<file path="config.mk">
export PLATFORM = sky130hd
export DESIGN_NAME = ffk_key_decoder
export DESIGN_NICKNAME = d
export VERILOG_FILES = /design/src/common/ffk_pkg.sv /design/src/logic/ffk_key_decoder.sv /design/src/logic/ffk_slot_mem.sv
export SDC_FILE = /design/constraint.sdc
export NUM_CORES = 1
export LEC_CHECK = 0
export BUFFER_PORTS_ARGS = -buffer_cell sky130_fd_sc_hd__buf_2
export CORE_ASPECT_RATIO = 1.5
export CORE_MARGIN = 1.5
export CORE_UTILIZATION = 55
export DETAILED_ROUTE_END_ITERATION = 16
export GPL_ROUTABILITY_DRIVEN = 0
export GPL_TIMING_DRIVEN = 0
export PLACE_DENSITY = 0.73
export SYNTH_ARGS = -nofsm -noshare
export SYNTH_HDL_FRONTEND = slang
export SYNTH_HIERARCHICAL = 1
export SYNTH_SLANG_ARGS = --single-unit
</file>
<file path="constraint.sdc">
create_clock -name clk -period 6 [get_ports clk]
set_input_delay 0.9 -clock clk [delete_from_list [all_inputs] [get_ports clk]]
set_output_delay 0.9 -clock clk [all_outputs]
set_load 0.01 [all_outputs]
</file>
<file path="src/common/ffk_pkg.sv">
package ffk_pkg;
  // Timing base
  localparam int unsigned CLK_HZ        = 50_000_000;
  localparam int unsigned CYC_PER_MS    = CLK_HZ / 1000;
  // Times in milliseconds
  localparam int unsigned DEB_MS        = 20;
  localparam int unsigned HOLD_ENTER_MS = 3000;
  localparam int unsigned HOLD_PEAK_MS  = 6000;
  localparam int unsigned HOLD_SLEEP_MS = 3000;
  localparam int unsigned REP_DELAY_MS  = 500;
  localparam int unsigned REP_SLOW_MS   = 250;
  localparam int unsigned REP_FAST_MS   = 50;
  localparam int unsigned ACCEL_MS      = 2000;

  function automatic int unsigned ms_to_cyc(input int unsigned ms);
    return CYC_PER_MS * ms;
  endfunction

  // Key masks, bit 0 up, bit 1 down, bit 2 scroll
  localparam logic [2:0] KEYS_NONE = 3'h0;
  localparam logic [2:0] KEY_UP    = 3'h1;
  localparam logic [2:0] KEY_DN    = 3'h2;
  localparam logic [2:0] KEY_SC    = 3'h4;
  localparam logic [2:0] KEYS_UD   = 3'h3;
  localparam logic [2:0] KEYS_SU   = 3'h5;
  localparam logic [2:0] KEYS_SD   = 3'h6;
  localparam logic [2:0] KEYS_ALL  = 3'h7;

  // User menu pick slots
  localparam int unsigned SLOT_NUM  = 5;
  localparam int unsigned SLOT_AW   = 3;
  localparam int unsigned SLOT_DW   = 8;
  localparam logic [SLOT_DW-1:0] SLOT_RST = 8'h00;

  // Operating modes, cycled in order 0 .. MODE_LAST
  localparam int unsigned MODE_W    = 3;
  localparam logic [MODE_W-1:0] MODE_FIRST = 3'h0;
  localparam logic [MODE_W-1:0] MODE_LAST  = 3'h4;
  localparam logic [MODE_W-1:0] MODE_STEP  = 3'h1;

  // Input 1 sensor class: 1 = thermocouple/RTD, 0 = linear
  localparam logic IN1_TC_RTD = 1'b1;

  typedef enum logic [1:0] {
    FFK_IDLE  = 2'b00,
    FFK_PRESS = 2'b01,
    FFK_COMBO = 2'b11
  } ffk_state_e;
endpackage

</file>
<file path="src/logic/ffk_key_decoder.sv">
`timescale 1ns/1ns
// Operation
// Quick up press and release adds one step.
// Holding up repeats increments, faster as the hold goes on.
// Quick down press and release subtracts one step.
// Holding down repeats decrements, faster as the hold goes on.
// Short scroll press alone selects the next menu entry.
// Scroll held 3 s or more issues enter.
// Scroll held 6 s or more resets peak records.
// Scroll with up selects the previous menu entry.
// Scroll with down steps operating mode cyclically.
// Up with down resets display, ends tuning or manual, leaves sleep.
// Up with down held 3 s enters sleep when sleep is enabled.
// All three keys offer factory functions, run only after correct code.
// Lockout blocks parameter adjustment and calibration entry.
// Lockout still allows menu navigation and viewing.
// Up to five pick slots head the user menu.
// Default switch gives thermocouple/RTD input one and no locks.
// Keys debounced; combos need all keys; combos suppress single actions.
// Hold timing covers one press; peak reset replaces enter.
module ffk_key_decoder
  import ffk_pkg::*;
#(
  // Derived counts follow their base, so scaling the base keeps the time ratios
  parameter int unsigned DEB_CYC    = ms_to_cyc(DEB_MS),
  parameter int unsigned ENTER_CYC  = ms_to_cyc(HOLD_ENTER_MS),
  parameter int unsigned PEAK_CYC   = ENTER_CYC * (HOLD_PEAK_MS / HOLD_ENTER_MS),
  parameter int unsigned SLEEP_CYC  = ENTER_CYC * (HOLD_SLEEP_MS / HOLD_ENTER_MS),
  parameter int unsigned RDELAY_CYC = ms_to_cyc(REP_DELAY_MS),
  parameter int unsigned RSLOW_CYC  = ms_to_cyc(REP_SLOW_MS),
  parameter int unsigned RFAST_CYC  = RSLOW_CYC / (REP_SLOW_MS / REP_FAST_MS),
  parameter int unsigned ACCEL_CYC  = RDELAY_CYC * (ACCEL_MS / REP_DELAY_MS)
)(
  // Clock and reset
  input  wire logic               clk,
  input  wire logic               sys_rst,
  // Front panel keys, high while pressed
  input  wire logic               key_up,
  input  wire logic               key_down,
  input  wire logic               key_scroll,
  // Configuration
  input  wire logic               lockout,
  input  wire logic               sleep_function_enable,
  input  wire logic               sw_in1_linear,
  input  wire logic               security_code_ok,
  // Pick slot access
  input  wire logic               slot_wr,
  input  wire logic [SLOT_AW-1:0] slot_wr_idx,
  input  wire logic [SLOT_DW-1:0] slot_wr_data,
  input  wire logic [SLOT_AW-1:0] slot_rd_idx,
  output logic      [SLOT_DW-1:0] user_menu_pick_slots_q,
  // Command pulses
  output logic                    cmd_inc_q,
  output logic                    cmd_dec_q,
  output logic                    cmd_next_q,
  output logic                    cmd_prev_q,
  output logic                    cmd_enter_q,
  output logic                    cmd_peak_reset_q,
  output logic                    cmd_mode_q,
  output logic                    cmd_reset_q,
  output logic                    cmd_sleep_q,
  output logic                    cmd_factory_q,
  output logic                    factory_exec_q,
  output logic                    adj_blocked_q,
  // Status levels
  output logic                    sleep_active_q,
  output logic                    factory_armed_q,
  output logic                    cal_allowed_q,
  output logic                    in1_tc_rtd_q,
  output logic      [MODE_W-1:0]  op_mode_q
);
  typedef struct packed {
    ffk_state_e       st;
    logic [2:0]       kraw;
    logic [2:0]       kstab;
    logic [2:0][31:0] deb;
    logic [2:0]       keyset;
    logic [31:0]      hold;
    logic [31:0]      rep;
    logic             rep_fired;
    logic             combo_done;
    logic             inc;
    logic             dec;
    logic             nxt;
    logic             prv;
    logic             ent;
    logic             peak;
    logic             mode_cmd;
    logic             rst_cmd;
    logic             slp_cmd;
    logic             fac_cmd;
    logic             fac_exec;
    logic             blocked;
    logic             sleep;
    logic             armed;
    logic             cal_ok;
    logic             in1;
    logic [MODE_W-1:0] mode;
  } ffk_core_s;

  ffk_core_s r_q, r_d;

  function automatic logic [MODE_W-1:0] mode_after(input logic [MODE_W-1:0] m);
    return (m >= MODE_LAST) ? MODE_FIRST : m + MODE_STEP;
  endfunction

  function automatic logic [1:0] key_count(input logic [2:0] k);
    return {1'b0, k[0]} + {1'b0, k[1]} + {1'b0, k[2]};
  endfunction

  logic        do_adj;
  logic        adj_up;
  logic [31:0] rep_thr;

  always_comb begin
    r_d        = r_q;
    do_adj     = 1'b0;
    adj_up     = 1'b0;
    rep_thr    = RDELAY_CYC;
    r_d.inc      = 1'b0;
    r_d.dec      = 1'b0;
    r_d.nxt      = 1'b0;
    r_d.prv      = 1'b0;
    r_d.ent      = 1'b0;
    r_d.peak     = 1'b0;
    r_d.mode_cmd = 1'b0;
    r_d.rst_cmd  = 1'b0;
    r_d.slp_cmd  = 1'b0;
    r_d.fac_cmd  = 1'b0;
    r_d.fac_exec = 1'b0;
    r_d.blocked  = 1'b0;
    r_d.cal_ok   = ~lockout;
    r_d.in1      = ~sw_in1_linear;
    r_d.kraw     = {key_scroll, key_down, key_up};

    // Debounce: a key flips only after its raw level stays different long enough
    for (int i = 0; i < 3; i++) begin
      if (r_q.kraw[i] != r_q.kstab[i]) begin
        if (r_q.deb[i] >= DEB_CYC - 1) begin
          r_d.kstab[i] = r_q.kraw[i];
          r_d.deb[i]   = '0;
        end else begin
          r_d.deb[i] = r_q.deb[i] + 32'h1;
        end
      end else begin
        r_d.deb[i] = '0;
      end
    end

    // One continuous press, saturating so long holds never wrap
    if (r_q.st != FFK_IDLE && r_q.hold < PEAK_CYC) begin
      r_d.hold = r_q.hold + 32'h1;
    end

    unique case (r_q.st)
      FFK_IDLE: begin
        r_d.hold       = '0;
        r_d.rep        = '0;
        r_d.rep_fired  = 1'b0;
        r_d.combo_done = 1'b0;
        r_d.keyset     = r_q.kstab;
        if (r_q.kstab != KEYS_NONE) begin
          r_d.st = (key_count(r_q.kstab) >= 2'h2) ? FFK_COMBO : FFK_PRESS;
        end
      end
      FFK_PRESS: begin
        if (key_count(r_q.kstab) >= 2'h2) begin
          // Second key joined: drop any single action still pending
          r_d.st     = FFK_COMBO;
          r_d.keyset = r_q.keyset | r_q.kstab;
        end else if (r_q.kstab == KEYS_NONE) begin
          r_d.st = FFK_IDLE;
          if (r_q.keyset == KEY_SC) begin
            if (r_q.hold >= PEAK_CYC) begin
              r_d.peak = 1'b1;
            end else if (r_q.hold >= ENTER_CYC) begin
              r_d.ent = 1'b1;
            end else begin
              r_d.nxt = 1'b1;
            end
          end else if (!r_q.rep_fired) begin
            // Quick tap acts on release so a combo can still claim the key
            do_adj = 1'b1;
            adj_up = (r_q.keyset == KEY_UP);
          end
        end else if (r_q.kstab != r_q.keyset) begin
          // One key swapped for another without a gap: start over
          r_d.st = FFK_IDLE;
        end else if (r_q.keyset != KEY_SC) begin
          // Auto-repeat; the period shortens once the hold is long
          if (!r_q.rep_fired) begin
            rep_thr = RDELAY_CYC;
          end else if (r_q.hold >= ACCEL_CYC) begin
            rep_thr = RFAST_CYC;
          end else begin
            rep_thr = RSLOW_CYC;
          end
          if (r_q.rep >= rep_thr - 32'h1) begin
            r_d.rep       = '0;
            r_d.rep_fired = 1'b1;
            do_adj        = 1'b1;
            adj_up        = (r_q.keyset == KEY_UP);
          end else begin
            r_d.rep = r_q.rep + 32'h1;
          end
        end
      end
      FFK_COMBO: begin
        r_d.keyset = r_q.keyset | r_q.kstab;
        if (r_q.keyset == KEYS_UD && r_q.kstab == KEYS_UD && !r_q.combo_done &&
            r_q.hold >= SLEEP_CYC) begin
          // Sleep hold replaces the reset that release would give
          r_d.combo_done = 1'b1;
          if (sleep_function_enable) begin
            r_d.slp_cmd = 1'b1;
            r_d.sleep   = 1'b1;
          end
        end
        if (r_q.kstab == KEYS_NONE) begin
          r_d.st = FFK_IDLE;
          if (!r_q.combo_done) begin
            unique case (r_q.keyset)
              KEYS_ALL: begin
                r_d.fac_cmd = 1'b1;
                r_d.armed   = 1'b1;
              end
              KEYS_UD: begin
                r_d.rst_cmd = 1'b1;
                r_d.sleep   = 1'b0;
                r_d.armed   = 1'b0;
              end
              KEYS_SU: r_d.prv = 1'b1;
              KEYS_SD: begin
                r_d.mode_cmd = 1'b1;
                r_d.mode     = mode_after(r_q.mode);
              end
              default: ;
            endcase
          end
        end
      end
      default: r_d.st = FFK_IDLE;
    endcase

    if (do_adj) begin
      if (lockout) begin
        r_d.blocked = 1'b1;
      end else begin
        r_d.inc = adj_up;
        r_d.dec = ~adj_up;
      end
    end

    // Factory programs run only on a correct code while armed
    if (r_q.armed && security_code_ok) begin
      r_d.fac_exec = 1'b1;
      // A fresh arming in the same cycle wins over the clear
      r_d.armed    = r_d.fac_cmd;
    end
  end

  always_ff @(posedge clk) begin
    if (sys_rst) begin
      r_q        <= '0;
      r_q.st     <= FFK_IDLE;
      r_q.in1    <= IN1_TC_RTD;
      r_q.cal_ok <= 1'b1;
      r_q.mode   <= MODE_FIRST;
    end else begin
      r_q <= r_d;
    end
  end

  assign cmd_inc_q        = r_q.inc;
  assign cmd_dec_q        = r_q.dec;
  assign cmd_next_q       = r_q.nxt;
  assign cmd_prev_q       = r_q.prv;
  assign cmd_enter_q      = r_q.ent;
  assign cmd_peak_reset_q = r_q.peak;
  assign cmd_mode_q       = r_q.mode_cmd;
  assign cmd_reset_q      = r_q.rst_cmd;
  assign cmd_sleep_q      = r_q.slp_cmd;
  assign cmd_factory_q    = r_q.fac_cmd;
  assign factory_exec_q   = r_q.fac_exec;
  assign adj_blocked_q    = r_q.blocked;
  assign sleep_active_q   = r_q.sleep;
  assign factory_armed_q  = r_q.armed;
  assign cal_allowed_q    = r_q.cal_ok;
  assign in1_tc_rtd_q     = r_q.in1;
  assign op_mode_q        = r_q.mode;

  ffk_slot_mem u_slots (
    .clk       (clk),
    .sys_rst   (sys_rst),
    .wr_en     (slot_wr),
    .wr_idx    (slot_wr_idx),
    .wr_data   (slot_wr_data),
    .rd_idx    (slot_rd_idx),
    .rd_data_q (user_menu_pick_slots_q)
  );
endmodule // ffk_key_decoder

</file>
<file path="src/logic/ffk_slot_mem.sv">
`timescale 1ns/1ns
module ffk_slot_mem
  import ffk_pkg::*;
(
  // Clock and reset
  input  wire logic               clk,
  input  wire logic               sys_rst,
  // Write side
  input  wire logic               wr_en,
  input  wire logic [SLOT_AW-1:0] wr_idx,
  input  wire logic [SLOT_DW-1:0] wr_data,
  // Read side
  input  wire logic [SLOT_AW-1:0] rd_idx,
  output logic      [SLOT_DW-1:0] rd_data_q
);
  logic [SLOT_NUM-1:0][SLOT_DW-1:0] mem_q;

  always_ff @(posedge clk) begin
    if (sys_rst) begin
      mem_q     <= '0;
      rd_data_q <= SLOT_RST;
    end else begin
      // Indices beyond the last slot are ignored
      if (wr_en && (wr_idx < SLOT_AW'(SLOT_NUM))) begin
        mem_q[wr_idx] <= wr_data;
      end
      rd_data_q <= (rd_idx < SLOT_AW'(SLOT_NUM)) ? mem_q[rd_idx] : SLOT_RST;
    end
  end
endmodule // ffk_slot_mem

</file>
### After elaboration in Yosys (flattened, before gate mapping)

Cells that the tools add are included.

* flip-flop bits (word level): 240
* output and inout bits: 27

* add/sub/neg operators: 9
* magnitude comparators: 15
* eq/ne operators: 25
* mux-type cells: 68
* bitwise operators: 15
* reduce and logical (&&, ||, !) cells: 39

Operators by type and width (count)
* $mux W32: 6
* $add A32 B1 Y32 const B: 5
* $mux W33: 4
* $ge A32 B20 Y1 const B: 3
* $pmux W33 S2: 1
* $bwmux W40: 1
* $mux W1: 36
* $ge A32 B27 Y1 const B: 1
* $ge A32 B28 Y1 const B: 1
* $ge A32 B29 Y1 const B: 1
* $ge A32 B32 Y1: 1
* $lt A32 B29 Y1 const B: 1
* $sub A32 B1 Y32 const B: 1
* $mux W25: 1
* $bmux W8 S3: 1
* $demux W8 S3: 1
* $mux W24: 1
* $ne A2 B2 Y1 const B: 9
* $mux W2: 8
* $mux W8: 2
* $reduce_or A3 Y1: 5
* $not A1 Y1: 14
* $eq A3 B3 Y1 const B: 4
* $reduce_and A2 Y1: 5
* 36 further kinds: 58

### Depth between registers and ports, before layout

Gate-level depths: netlist (run 1).

* depth in word-level cells: 18
* depth in mapped cells: 16
* gate-level depth less buffers: 15

### Cells and area by module

Netlist (run 1), hierarchy kept.

Modules (own cells, without submodules)
* ffk_key_decoder: instances 1, cells an instance 914, area each 8197.9 µm², seq. area each 3843.7 µm²
* ffk_slot_mem: instances 1, cells an instance 199, area each 2009.4 µm², seq. area each 960.9 µm²

### Worst setup path after synthesis (run 1)

OpenSTA, ideal clock, no wires.

* path kind: reg-to-reg
* start point: register r_q[62] in the netlist's numbering
* end point: register r_q[31] in the netlist's numbering
* data arrival time: 2992 ps
* path slack: 2890 ps
* cell stages (with the launch flop): 16
* period minus slack after synthesis: 3110 ps
* cells stage by stage: dfxtp_1 -> nor3_1 -> a21oi_1 -> o21ai_0 -> a21oi_1 -> o21ai_0 -> nand3_1 -> ha_1 -> nand4_1 -> a21oi_1 -> a2111oi_2 -> a2111oi_4 -> nor4_4 -> nor2_4 -> buf_2 -> nor2_1

* longest elaborated chain between the ends: 16

Ends and longest elaborated chain
* from (decl): line ffk_key_decoder.sv:101 `ffk_core_s r_q, r_d;`
* from (signal assigned): line ffk_key_decoder.sv:270 `r_q <= r_d;`
* $ge A32 B27 Y1: line ffk_key_decoder.sv:193 `end else if (r_q.hold >= ACCEL_CYC) begin`
* $mux W24: line ffk_key_decoder.sv:193
* $mux W25: line ffk_key_decoder.sv:191 `if (!r_q.rep_fired) begin`
* $mux W32: line ffk_key_decoder.sv:189 `end else if (r_q.keyset != KEY_SC) begin`
* $mux W32: line ffk_key_decoder.sv:186 `end else if (r_q.kstab != r_q.keyset) begin`
* $mux W32: line ffk_key_decoder.sv:171 `end else if (r_q.kstab == KEYS_NONE) begin`
* $mux W32: line ffk_key_decoder.sv:167 `if (key_count(r_q.kstab) >= 2'h2) begin`
* $mux W32: line ffk_key_decoder.sv:155 `unique case (r_q.st)`
* $sub A32 B1 Y32: line ffk_key_decoder.sv:198 `if (r_q.rep >= rep_thr - 32'h1) begin`
* $ge A32 B32 Y1: line ffk_key_decoder.sv:198
* $mux W32: line ffk_key_decoder.sv:198
* $mux W33: line ffk_key_decoder.sv:189
* $mux W33: line ffk_key_decoder.sv:186
* $mux W33: line ffk_key_decoder.sv:171
* $mux W33: line ffk_key_decoder.sv:167
* $pmux W33 S2: line ffk_key_decoder.sv:155

No other way between the ends. The select of a mux whose other input is x is not followed.
A chain may end at the register's enable or synchronous reset.

### Final worst setup path (run 1)

* start point: register r_q[66] in the netlist's numbering
* end point: register r_q[31] in the netlist's numbering

The elaborated chain is that of the path after synthesis.

==> results.ini, run 1 <==
[outcome]
status=complete, no violations

[clock_network]
cts.repair.resized=0
cts_setup_buffers=0
clkSinkCount=240
cts-htree-levels=1
clock_path_buffers=3
cts_buffers=23
clockRootBuffer=clkbuf_16
clkSlewWorstSetupHoldPaths_ps=60
clk_latency_ps=510
cts_tree=yes
hold_buffers=0

[sta]
holdWs_ps=443.5
fin_tns_setup_ps=0
finalHoldViolCount=0
setup_viol=0
fmax_ghz=0.2589
period_minus_slack_ps=3862
rsz0062_at_grt=no
drv_slew=0
worst_clock_skew_ps=12.98
period_share_pct=64.37
setup_ws_ps=2138
slew_headroom_pct=39.27
worstMarginPinSlew_ps=908.6

[finish]
insertedDiodeCount=0
final_cell_mix=240 x dfxtp_1, 188 x nor2_1, 99 x nand2_1, 59 x xor2_1, 54 x buf_2
layout.cells.most_common=dfxtp_1
drive_gt1_share_pct=10.83
instances_no_fill=1485
nFillCells=1605
final_area_sq_mm=0.01166
utilization_pct=64.45
areaGrowthSynthToFinish_pct=14.24
final_net_count=1273

[route]
ant_nets=0
wire_per_inst_um=13.87
drtPass1Iterations=5
vias=7959
drt-total-wl_um=20590
viasPerCell=5.360
drc=0
drt_iter0_drc=349

[yosys]
synth_seq_cells=240
syn_area_per_cell_sq_um=9.171
ys_top_cells_by_area=dfxtp_1 47%, nor2_1 6.9%, xor2_1 5.1%
synth_cells=1113
yosysSeqAreaShare_pct=47.07
synth_top_flop_cell=dfxtp_1
synthDistinctLibCells=73
synthArstFlopShare_pct=0
synth_top_area_share_pct=47.07
syn-cell-area_sq_mm=0.01021
yosysTopAreaCell=dfxtp_1
yosys_warnings=6
synth_edf_count=0

[die]
dieHeight_um=169.8
die-area_sq_mm=0.01940
io-pin-count=51
die_x_um=114.2
start_util_pct=56.42
std_cell_rows=60
coreArea_sq_mm=0.01809

[grt]
grt.overflow.total=0
grt_max_degree=17
grt_antenna_before_repair=1
grt_pass1_wl_um=34760
grt_pass1_vias=7543
gr-usage-all-layers_pct=21.73

[placed_design]
placed_area_sq_mm=0.01089
portBuffers=47
place_inst=1444
dp_hpwl_um=14480
place_ws_ps=2154

[power_and_ir_drop]
power_mw=3.238
ir_worst_vdd_v=0.0002578
p_leak_nw=4.377
power_density_mw_per_mm2=277.7

[worst_setup_path]
crit_arrival_ps=4250
path_class=reg2reg
cp-end-kind=flop
cp.required_ps=6390
crit_fanout=10
cp-start-kind=flop

[hold_path]
hp-class=reg2reg

[run]
drv_cap=0

[area by class of cell]
cell class | instances | area (sq um) | area share [%]
multi-input combinational | 839 | 5204 | 44.62
buffer | 42 | 229.0 | 1.964
tap | 248 | 310.3 | 2.661
timing repair buffer | 47 | 235.2 | 2.017
clock buffer | 29 | 618.1 | 5.300
sequential | 240 | 4805 | 41.20
inverter | 28 | 105.1 | 0.9013
clock inverter | 12 | 155.1 | 1.330
[power breakdown]
part / switching [mW] / leakage [nW] / internal (mW)
sequential: 0.0132 / 1.95 / 1.62
combinational: 0.0904 / 2.05 / 0.0484
clock: 0.601 / 0.374 / 0.865
total: 0.705 / 4.38 / 2.53
[final timing paths]
kind,from,endpoint,slack (ps),cells past startpoint
worst max-delay path,r_q[66],r_q[31],2140,16
worst min-delay path,r_q[152],r_q[152],440,1
worst max register to register,r_q[66],r_q[31],2140,16
worst min register to register,r_q[152],r_q[152],440,1
[routing by layer]
layer,up-vias,share of wire (%),global-route usage (%)
li1,4042,-,-
met1,3704,42,25.44
met2,171,51,39.97
met3,40,4.6,3.170
met4,2,2.5,7.717
met5,-,0.063,0
[Yosys cell counts, drive strengths merged, types with 4 or more instances]
cell      n
a21oi    44
a221o     8
a22oi     4
a31oi     6
and2     14
and3     27
and4      7
buf      21
clkbuf   21
dfxtp   240
ha       28
inv      28
mux2      8
mux2i    39
nand2   100
nand3    44
nand4    36
nand4b    5
nor2    191
nor2b     6
nor3     21
nor3b     6
nor4     31
o211ai    4
o21a      4
o21ai    16
o31ai     5
or2       4
or3      10
xnor2    40
xor2     59
[flip-flops by register name (all words and copies together), names as in the netlist, 3 cells and up]
name	count
u_slots/mem_q	40
r_q	173
u_slots/rd_data_q	8
op_mode_q	3
[critical path, cell delays in order, from the launching register on]
cell       delay [ps]
dfxtp_1           510
nand4_1           170
a21oi_1           160
o21ai_0            90
a21oi_1           170
o21ai_0           170
a21oi_1           410
inv_1             120
ha_1              330
nand2_1            60
nor3_1            130
o31ai_1           130
a2111oi_4         590
nor4_4            130
nor2_4            210
buf_2             290
nor2_1             80
[cell families after synthesis]
| kind of cell | share of synthesized area (%) |
|---|---|
| AND/OR/NAND/NOR | 25.75 |
| flip-flops | 47.07 |
| AO/OA/AOI/OAI | 7.159 |
| XOR/XNOR | 8.495 |
| buffers and inverters | 3.273 |
| multiplexers | 4.781 |
| adder cells (fa/ha/maj) | 3.432 |
| other | 0.03674 |
No activity file was read; power rests on OpenSTA's default activity.
==> inputs of run 2 (changes only) <==
==> constraint.sdc (replaced) <==
create_clock -name clk -period 3.7 [get_ports clk]
set_input_delay 0.555 -clock clk [delete_from_list [all_inputs] [get_ports clk]]
set_output_delay 0.555 -clock clk [all_outputs]
set_load 0.01 [all_outputs]
==> results.ini, run 2 (same netlist as run 1, synthesis figures left out) <==
[die]
start_util_pct=56.42
dieHeight_um=169.8
coreArea_sq_mm=0.01809
die-area_sq_mm=0.01940
std_cell_rows=60
io-pin-count=51
die_x_um=114.2

[clock_network]
clkSinkCount=240
clock_path_buffers=3
clk_latency_ps=510
cts_tree=yes
clkSlewWorstSetupHoldPaths_ps=60
cts_buffers=23
cts-htree-levels=1
clockRootBuffer=clkbuf_16
hold_buffers=0

[grt]
grt_pass1_vias=7576
gr-usage-all-layers_pct=21.79
grt.overflow.total=0
grt_antenna_before_repair=1
grt_pass1_wl_um=34860
grt_max_degree=17

[sta]
slew_headroom_pct=37.70
fmax_ghz=0.2823
period_share_pct=95.74
finalHoldViolCount=0
setup_ws_ps=157.6
worstMarginPinSlew_ps=932.0
setup_viol=0
drv_slew=0
worst_clock_skew_ps=13.71
period_minus_slack_ps=3542

[power_and_ir_drop]
power_density_mw_per_mm2=446.1
p_leak_nw=4.427
ir_worst_vdd_v=0.0004181

[route]
vias=8003
drt-total-wl_um=20820
drtPass1Iterations=4
drc=0
drt_iter0_drc=425
ant_nets=0
viasPerCell=5.371
wire_per_inst_um=13.97

[placed_design]
dp_hpwl_um=14480
place_inst=1444
place_ws_ps=-145.6
portBuffers=47

[worst_setup_path]
rr_startpoint=r_q[62]
cp-end-kind=flop
path_class=reg2reg
cp.required_ps=4110
crit_buf_inv=2
slowest_stage=a2111oi_4
crit_arrival_ps=3950
crit_path_start=r_q[62]
crit_fanout=8
rrSetupSlack_ps=160
slowest_delay_ps=380
cp-start-kind=flop
path_cells=nor3_4 -> a21oi_1 -> o21ai_0 -> a21oi_1 -> o21ai_2 -> a21oi_1 -> ha_1 -> a21oi_1 -> a21oi_2 -> a2111oi_4 -> a2111oi_4 -> buf_4 -> nor2_4 -> nand4b_1 -> buf_4 -> o41ai_2
cp_top_family=compound AO/OA/AOI/OAI gates
cpMostUsedCell=a21oi_1

[finish]
multi_input_area_sq_mm=0.005279
areaGrowthSynthToFinish_pct=15.43
largest_reg_flops=173
top_regs=r_q: 173 flops, u_slots/mem_q: 40 flops, u_slots/rd_data_q: 8 flops
insertedDiodeCount=0
final_cell_mix=238 x dfxtp_1, 187 x nor2_1, 99 x nand2_1, 59 x xor2_1, 53 x buf_2
final_net_count=1278
nFillCells=1583
drive_gt1_share_pct=12.08
largest-register=r_q
instances_no_fill=1490
seqCellArea_sq_mm=0.004807
layout.cells.most_common=dfxtp_1

[run]
drv_cap=0

[hold_path]
hp-class=in2reg
holdCritStartpoint=sw_in1_linear

[outcome]
status=complete, no violations

run 2: power by group:
group / total, mW / switching (mW) / internal (mW)
logic: 0.230 / 0.148 / 0.0823
registers: 2.65 / 0.0213 / 2.63
clock network: 2.38 / 0.975 / 1.40
run 2: worst paths after layout:
check / end / cells after the start
hold reg to reg: r_q[152] / 1
hold / removal: in1_tc_rtd_q / 2
setup reg to reg: r_q[42] / 16
setup / recovery: r_q[42] / 16
run 2: per-stage QoR:
step / area, sq um / utilization, % / hold WS [ps] / power (mW) / setup TNS (ps)
4_1_cts: 11680 / 64.55 / 188.4 / 5.310 / 0
6_report: 11780 / 65.12 / 202.4 / 5.257 / 0
5_1_grt: 11780 / 65.12 / 212.2 / 5.455 / -27.27
2_1_floorplan: 10340 / - / 416.1 / 2.851 / 0
3_3_place_gp: 10890 / 60.18 / 427.2 / 2.924 / -1653
3_5_place_dp: 10890 / 60.18 / 440.9 / 2.927 / -1600
run 2: final cells by class:
type / count / area share, %
well taps: 248 / 2.634
inverters: 28 / 0.8920
repair buffers: 52 / 2.315
clock inverters: 12 / 1.317
multi-input cells: 839 / 44.80
flip-flops and latches: 240 / 40.80
plain buffers: 42 / 1.996
clock buffers: 29 / 5.246
run 2: what timing repair did:
action,4_1_cts,5_1_grt
pin swaps,1,4
resized for setup,4,14
setup buffers,1,4
setup endpoints to repair,14,21
run 2: metal layers:
metal | vias to the layer above | global-route usage [%] | wire, um
li1 | 4047 | - | -
met1 | 3755 | 25.42 | 8751
met2 | 160 | 40.13 | 10660
met3 | 39 | 3.205 | 909
met4 | 2 | 7.826 | 491
met5 | - | 0 | 13
==> inputs of run 3 (changes only) <==
--- a/config.mk
+++ b/config.mk
@@ -12,7 +12,7 @@
 export DETAILED_ROUTE_END_ITERATION = 16
 export GPL_ROUTABILITY_DRIVEN = 0
 export GPL_TIMING_DRIVEN = 0
-export PLACE_DENSITY = 0.73
+export PLACE_DENSITY = 0.76
 export SYNTH_ARGS = -nofsm -noshare
 export SYNTH_HDL_FRONTEND = slang
 export SYNTH_HIERARCHICAL = 1
==> constraint.sdc (replaced) <==
create_clock -name clk -period 3.2 [get_ports clk]
set_input_delay 0.48 -clock clk [delete_from_list [all_inputs] [get_ports clk]]
set_output_delay 0.48 -clock clk [all_outputs]
set_load 0.01 [all_outputs]
==> results.ini, run 3 (same netlist as run 1, synthesis figures left out) <==
[clock_network]
cts-htree-levels=1
hold_buffers=0
clkSlewWorstSetupHoldPaths_ps=70
clkSinkCount=240
cts_tree=yes
clk_latency_ps=520
clockRootBuffer=clkbuf_16
cts_buffers=23
clock_path_buffers=3

[finish]
largest_reg_flops=173
final_cell_mix=228 x dfxtp_1, 175 x nor2_1, 96 x nand2_1, 59 x xor2_1, 53 x buf_2
nFillCells=1404
final_net_count=1307
top_regs=r_q: 173 flops, u_slots/mem_q: 40 flops, u_slots/rd_data_q: 8 flops
drive_gt1_share_pct=17.85
layout.cells.most_common=dfxtp_1
areaGrowthSynthToFinish_pct=20.92
largest-register=r_q
seqCellArea_sq_mm=0.004832
utilization_pct=68.22
final_area_sq_mm=0.01234
multi_input_area_sq_mm=0.005450

[grt]
grt_pass1_wl_um=36400
grt_max_degree=17
gr-usage-all-layers_pct=22.51
grt.overflow.total=0
grt_pass1_vias=7948
grt_antenna_before_repair=1

[run]
drv_cap=0

[route]
viasPerCell=5.365
drt-total-wl_um=21820
drtPass1Iterations=5
ant_nets=0
vias=8160
wire_per_inst_um=14.35
drt_iter0_drc=412
drc=0

[die]
dieHeight_um=169.8
io-pin-count=51
coreArea_sq_mm=0.01809
std_cell_rows=60
die_x_um=114.2
die-area_sq_mm=0.01940
start_util_pct=56.42

[sta]
worstMarginPinSlew_ps=752.2
setup_viol=30
fmax_ghz=0.2903
period_minus_slack_ps=3444
finalHoldViolCount=0
rsz0062_at_grt=yes
slew_headroom_pct=49.72
drv_slew=0
period_share_pct=107.6
setup_ws_ps=-244.4
worst_clock_skew_ps=10.05

[worst_setup_path]
cp_top_family=compound AO/OA/AOI/OAI gates
cpMostUsedCell=buf_4
slowest_stage=a2111oi_4
slowest_delay_ps=580
cp-end-kind=flop
cp-start-kind=flop
path_class=reg2reg
crit_buf_inv=4
path_cells=nor3_4 -> a21oi_2 -> o21ai_1 -> a21oi_2 -> o21ai_2 -> buf_4 -> nand3_2 -> ha_4 -> nand4_1 -> a21oi_2 -> a2111oi_4 -> a2111oi_4 -> buf_4 -> o21ai_4 -> buf_4 -> buf_4 -> o311ai_0
crit_fanout=4
crit_arrival_ps=3830
cp.required_ps=3590

[outcome]
status=finished with violations
violations=negative setup slack

[placed_design]
placed_area_sq_mm=0.01089
dp_hpwl_um=14580
portBuffers=47
place_ws_ps=-747.3

[power_and_ir_drop]
power_density_mw_per_mm2=529.1
ir_worst_vdd_v=0.0004145
p_leak_nw=4.615
power_mw=6.531

[hold_path]
hp-class=in2reg

run 3: final timing paths:
| path | endpoint | start | depth (start not counted) | slack (ps) |
|---|---|---|---|---|
| hold reg to reg | r_q[152] | r_q[152] | 1 | 450 |
| setup / recovery | r_q[20] | r_q[62] | 17 | -240 |
| setup reg to reg | r_q[20] | r_q[62] | 17 | -240 |
| hold / removal | r_q[187] | key_up | 2 | 170 |
run 3: final cells by class:
cell class | count | area share [%]
buffer | 42 | 1.906
inverter | 28 | 0.8515
timing repair buffer | 81 | 4.065
tap | 248 | 2.514
multi-input combinational | 839 | 44.16
clock buffer | 25 | 4.805
sequential | 240 | 39.15
clock inverter | 17 | 2.534
antenna | 1 | 0.02027
run 3: where the power goes:
group | switching [mW] | total (mW) | internal, mW
clock network | 1.18 | 3.19 | 2.01
registers | 0.0254 | 3.06 | 3.03
logic | 0.182 | 0.285 | 0.103
total | 1.39 | 6.53 | 5.14
run 3: per-layer routing:
metal  up-vias  track usage [%]  wire [um]
met3        38            3.597        938
met2       180            42.22      11540
met4         2            8.043        505
met1      3848            25.43       8818
met5         -                0         14
li1       4092                -          -
run 3: worst reg2reg max path, stage by stage (launching register included):
cell and delay [ps]:
dfxtp_2 350, nor3_4 230, a21oi_2 80, o21ai_1 160, a21oi_2 100, o21ai_2 190, buf_4 140, nand3_2 120
ha_4 330, nand4_1 110, a21oi_2 200, a2111oi_4 90, a2111oi_4 580, buf_4 230, o21ai_4 50, buf_4 140
buf_4 120, o311ai_0 100
run 3: repair_timing:
| action | in CTS | in global routing |
|---|---|---|
| pin swaps | 27 | 28 |
| gates resized for setup | 53 | 27 |
| setup endpoints to repair | 30 | 34 |
| buffers inserted | 30 | 5 |
| gates cloned | 1 | 0 |
| hold endpoints to repair | 0 | 0 |
run 3: per-stage QoR:
stage	std cells	hold WS [ps]	TNS, ps
2_1_floorplan	1149	416.1	0
3_3_place_gp	1444	427.4	-15200
3_5_place_dp	1444	436.6	-17320
4_1_cts	1517	160.1	-775.1
5_1_grt	1520	172.2	-7000
6_report	1521	174.4	-3086
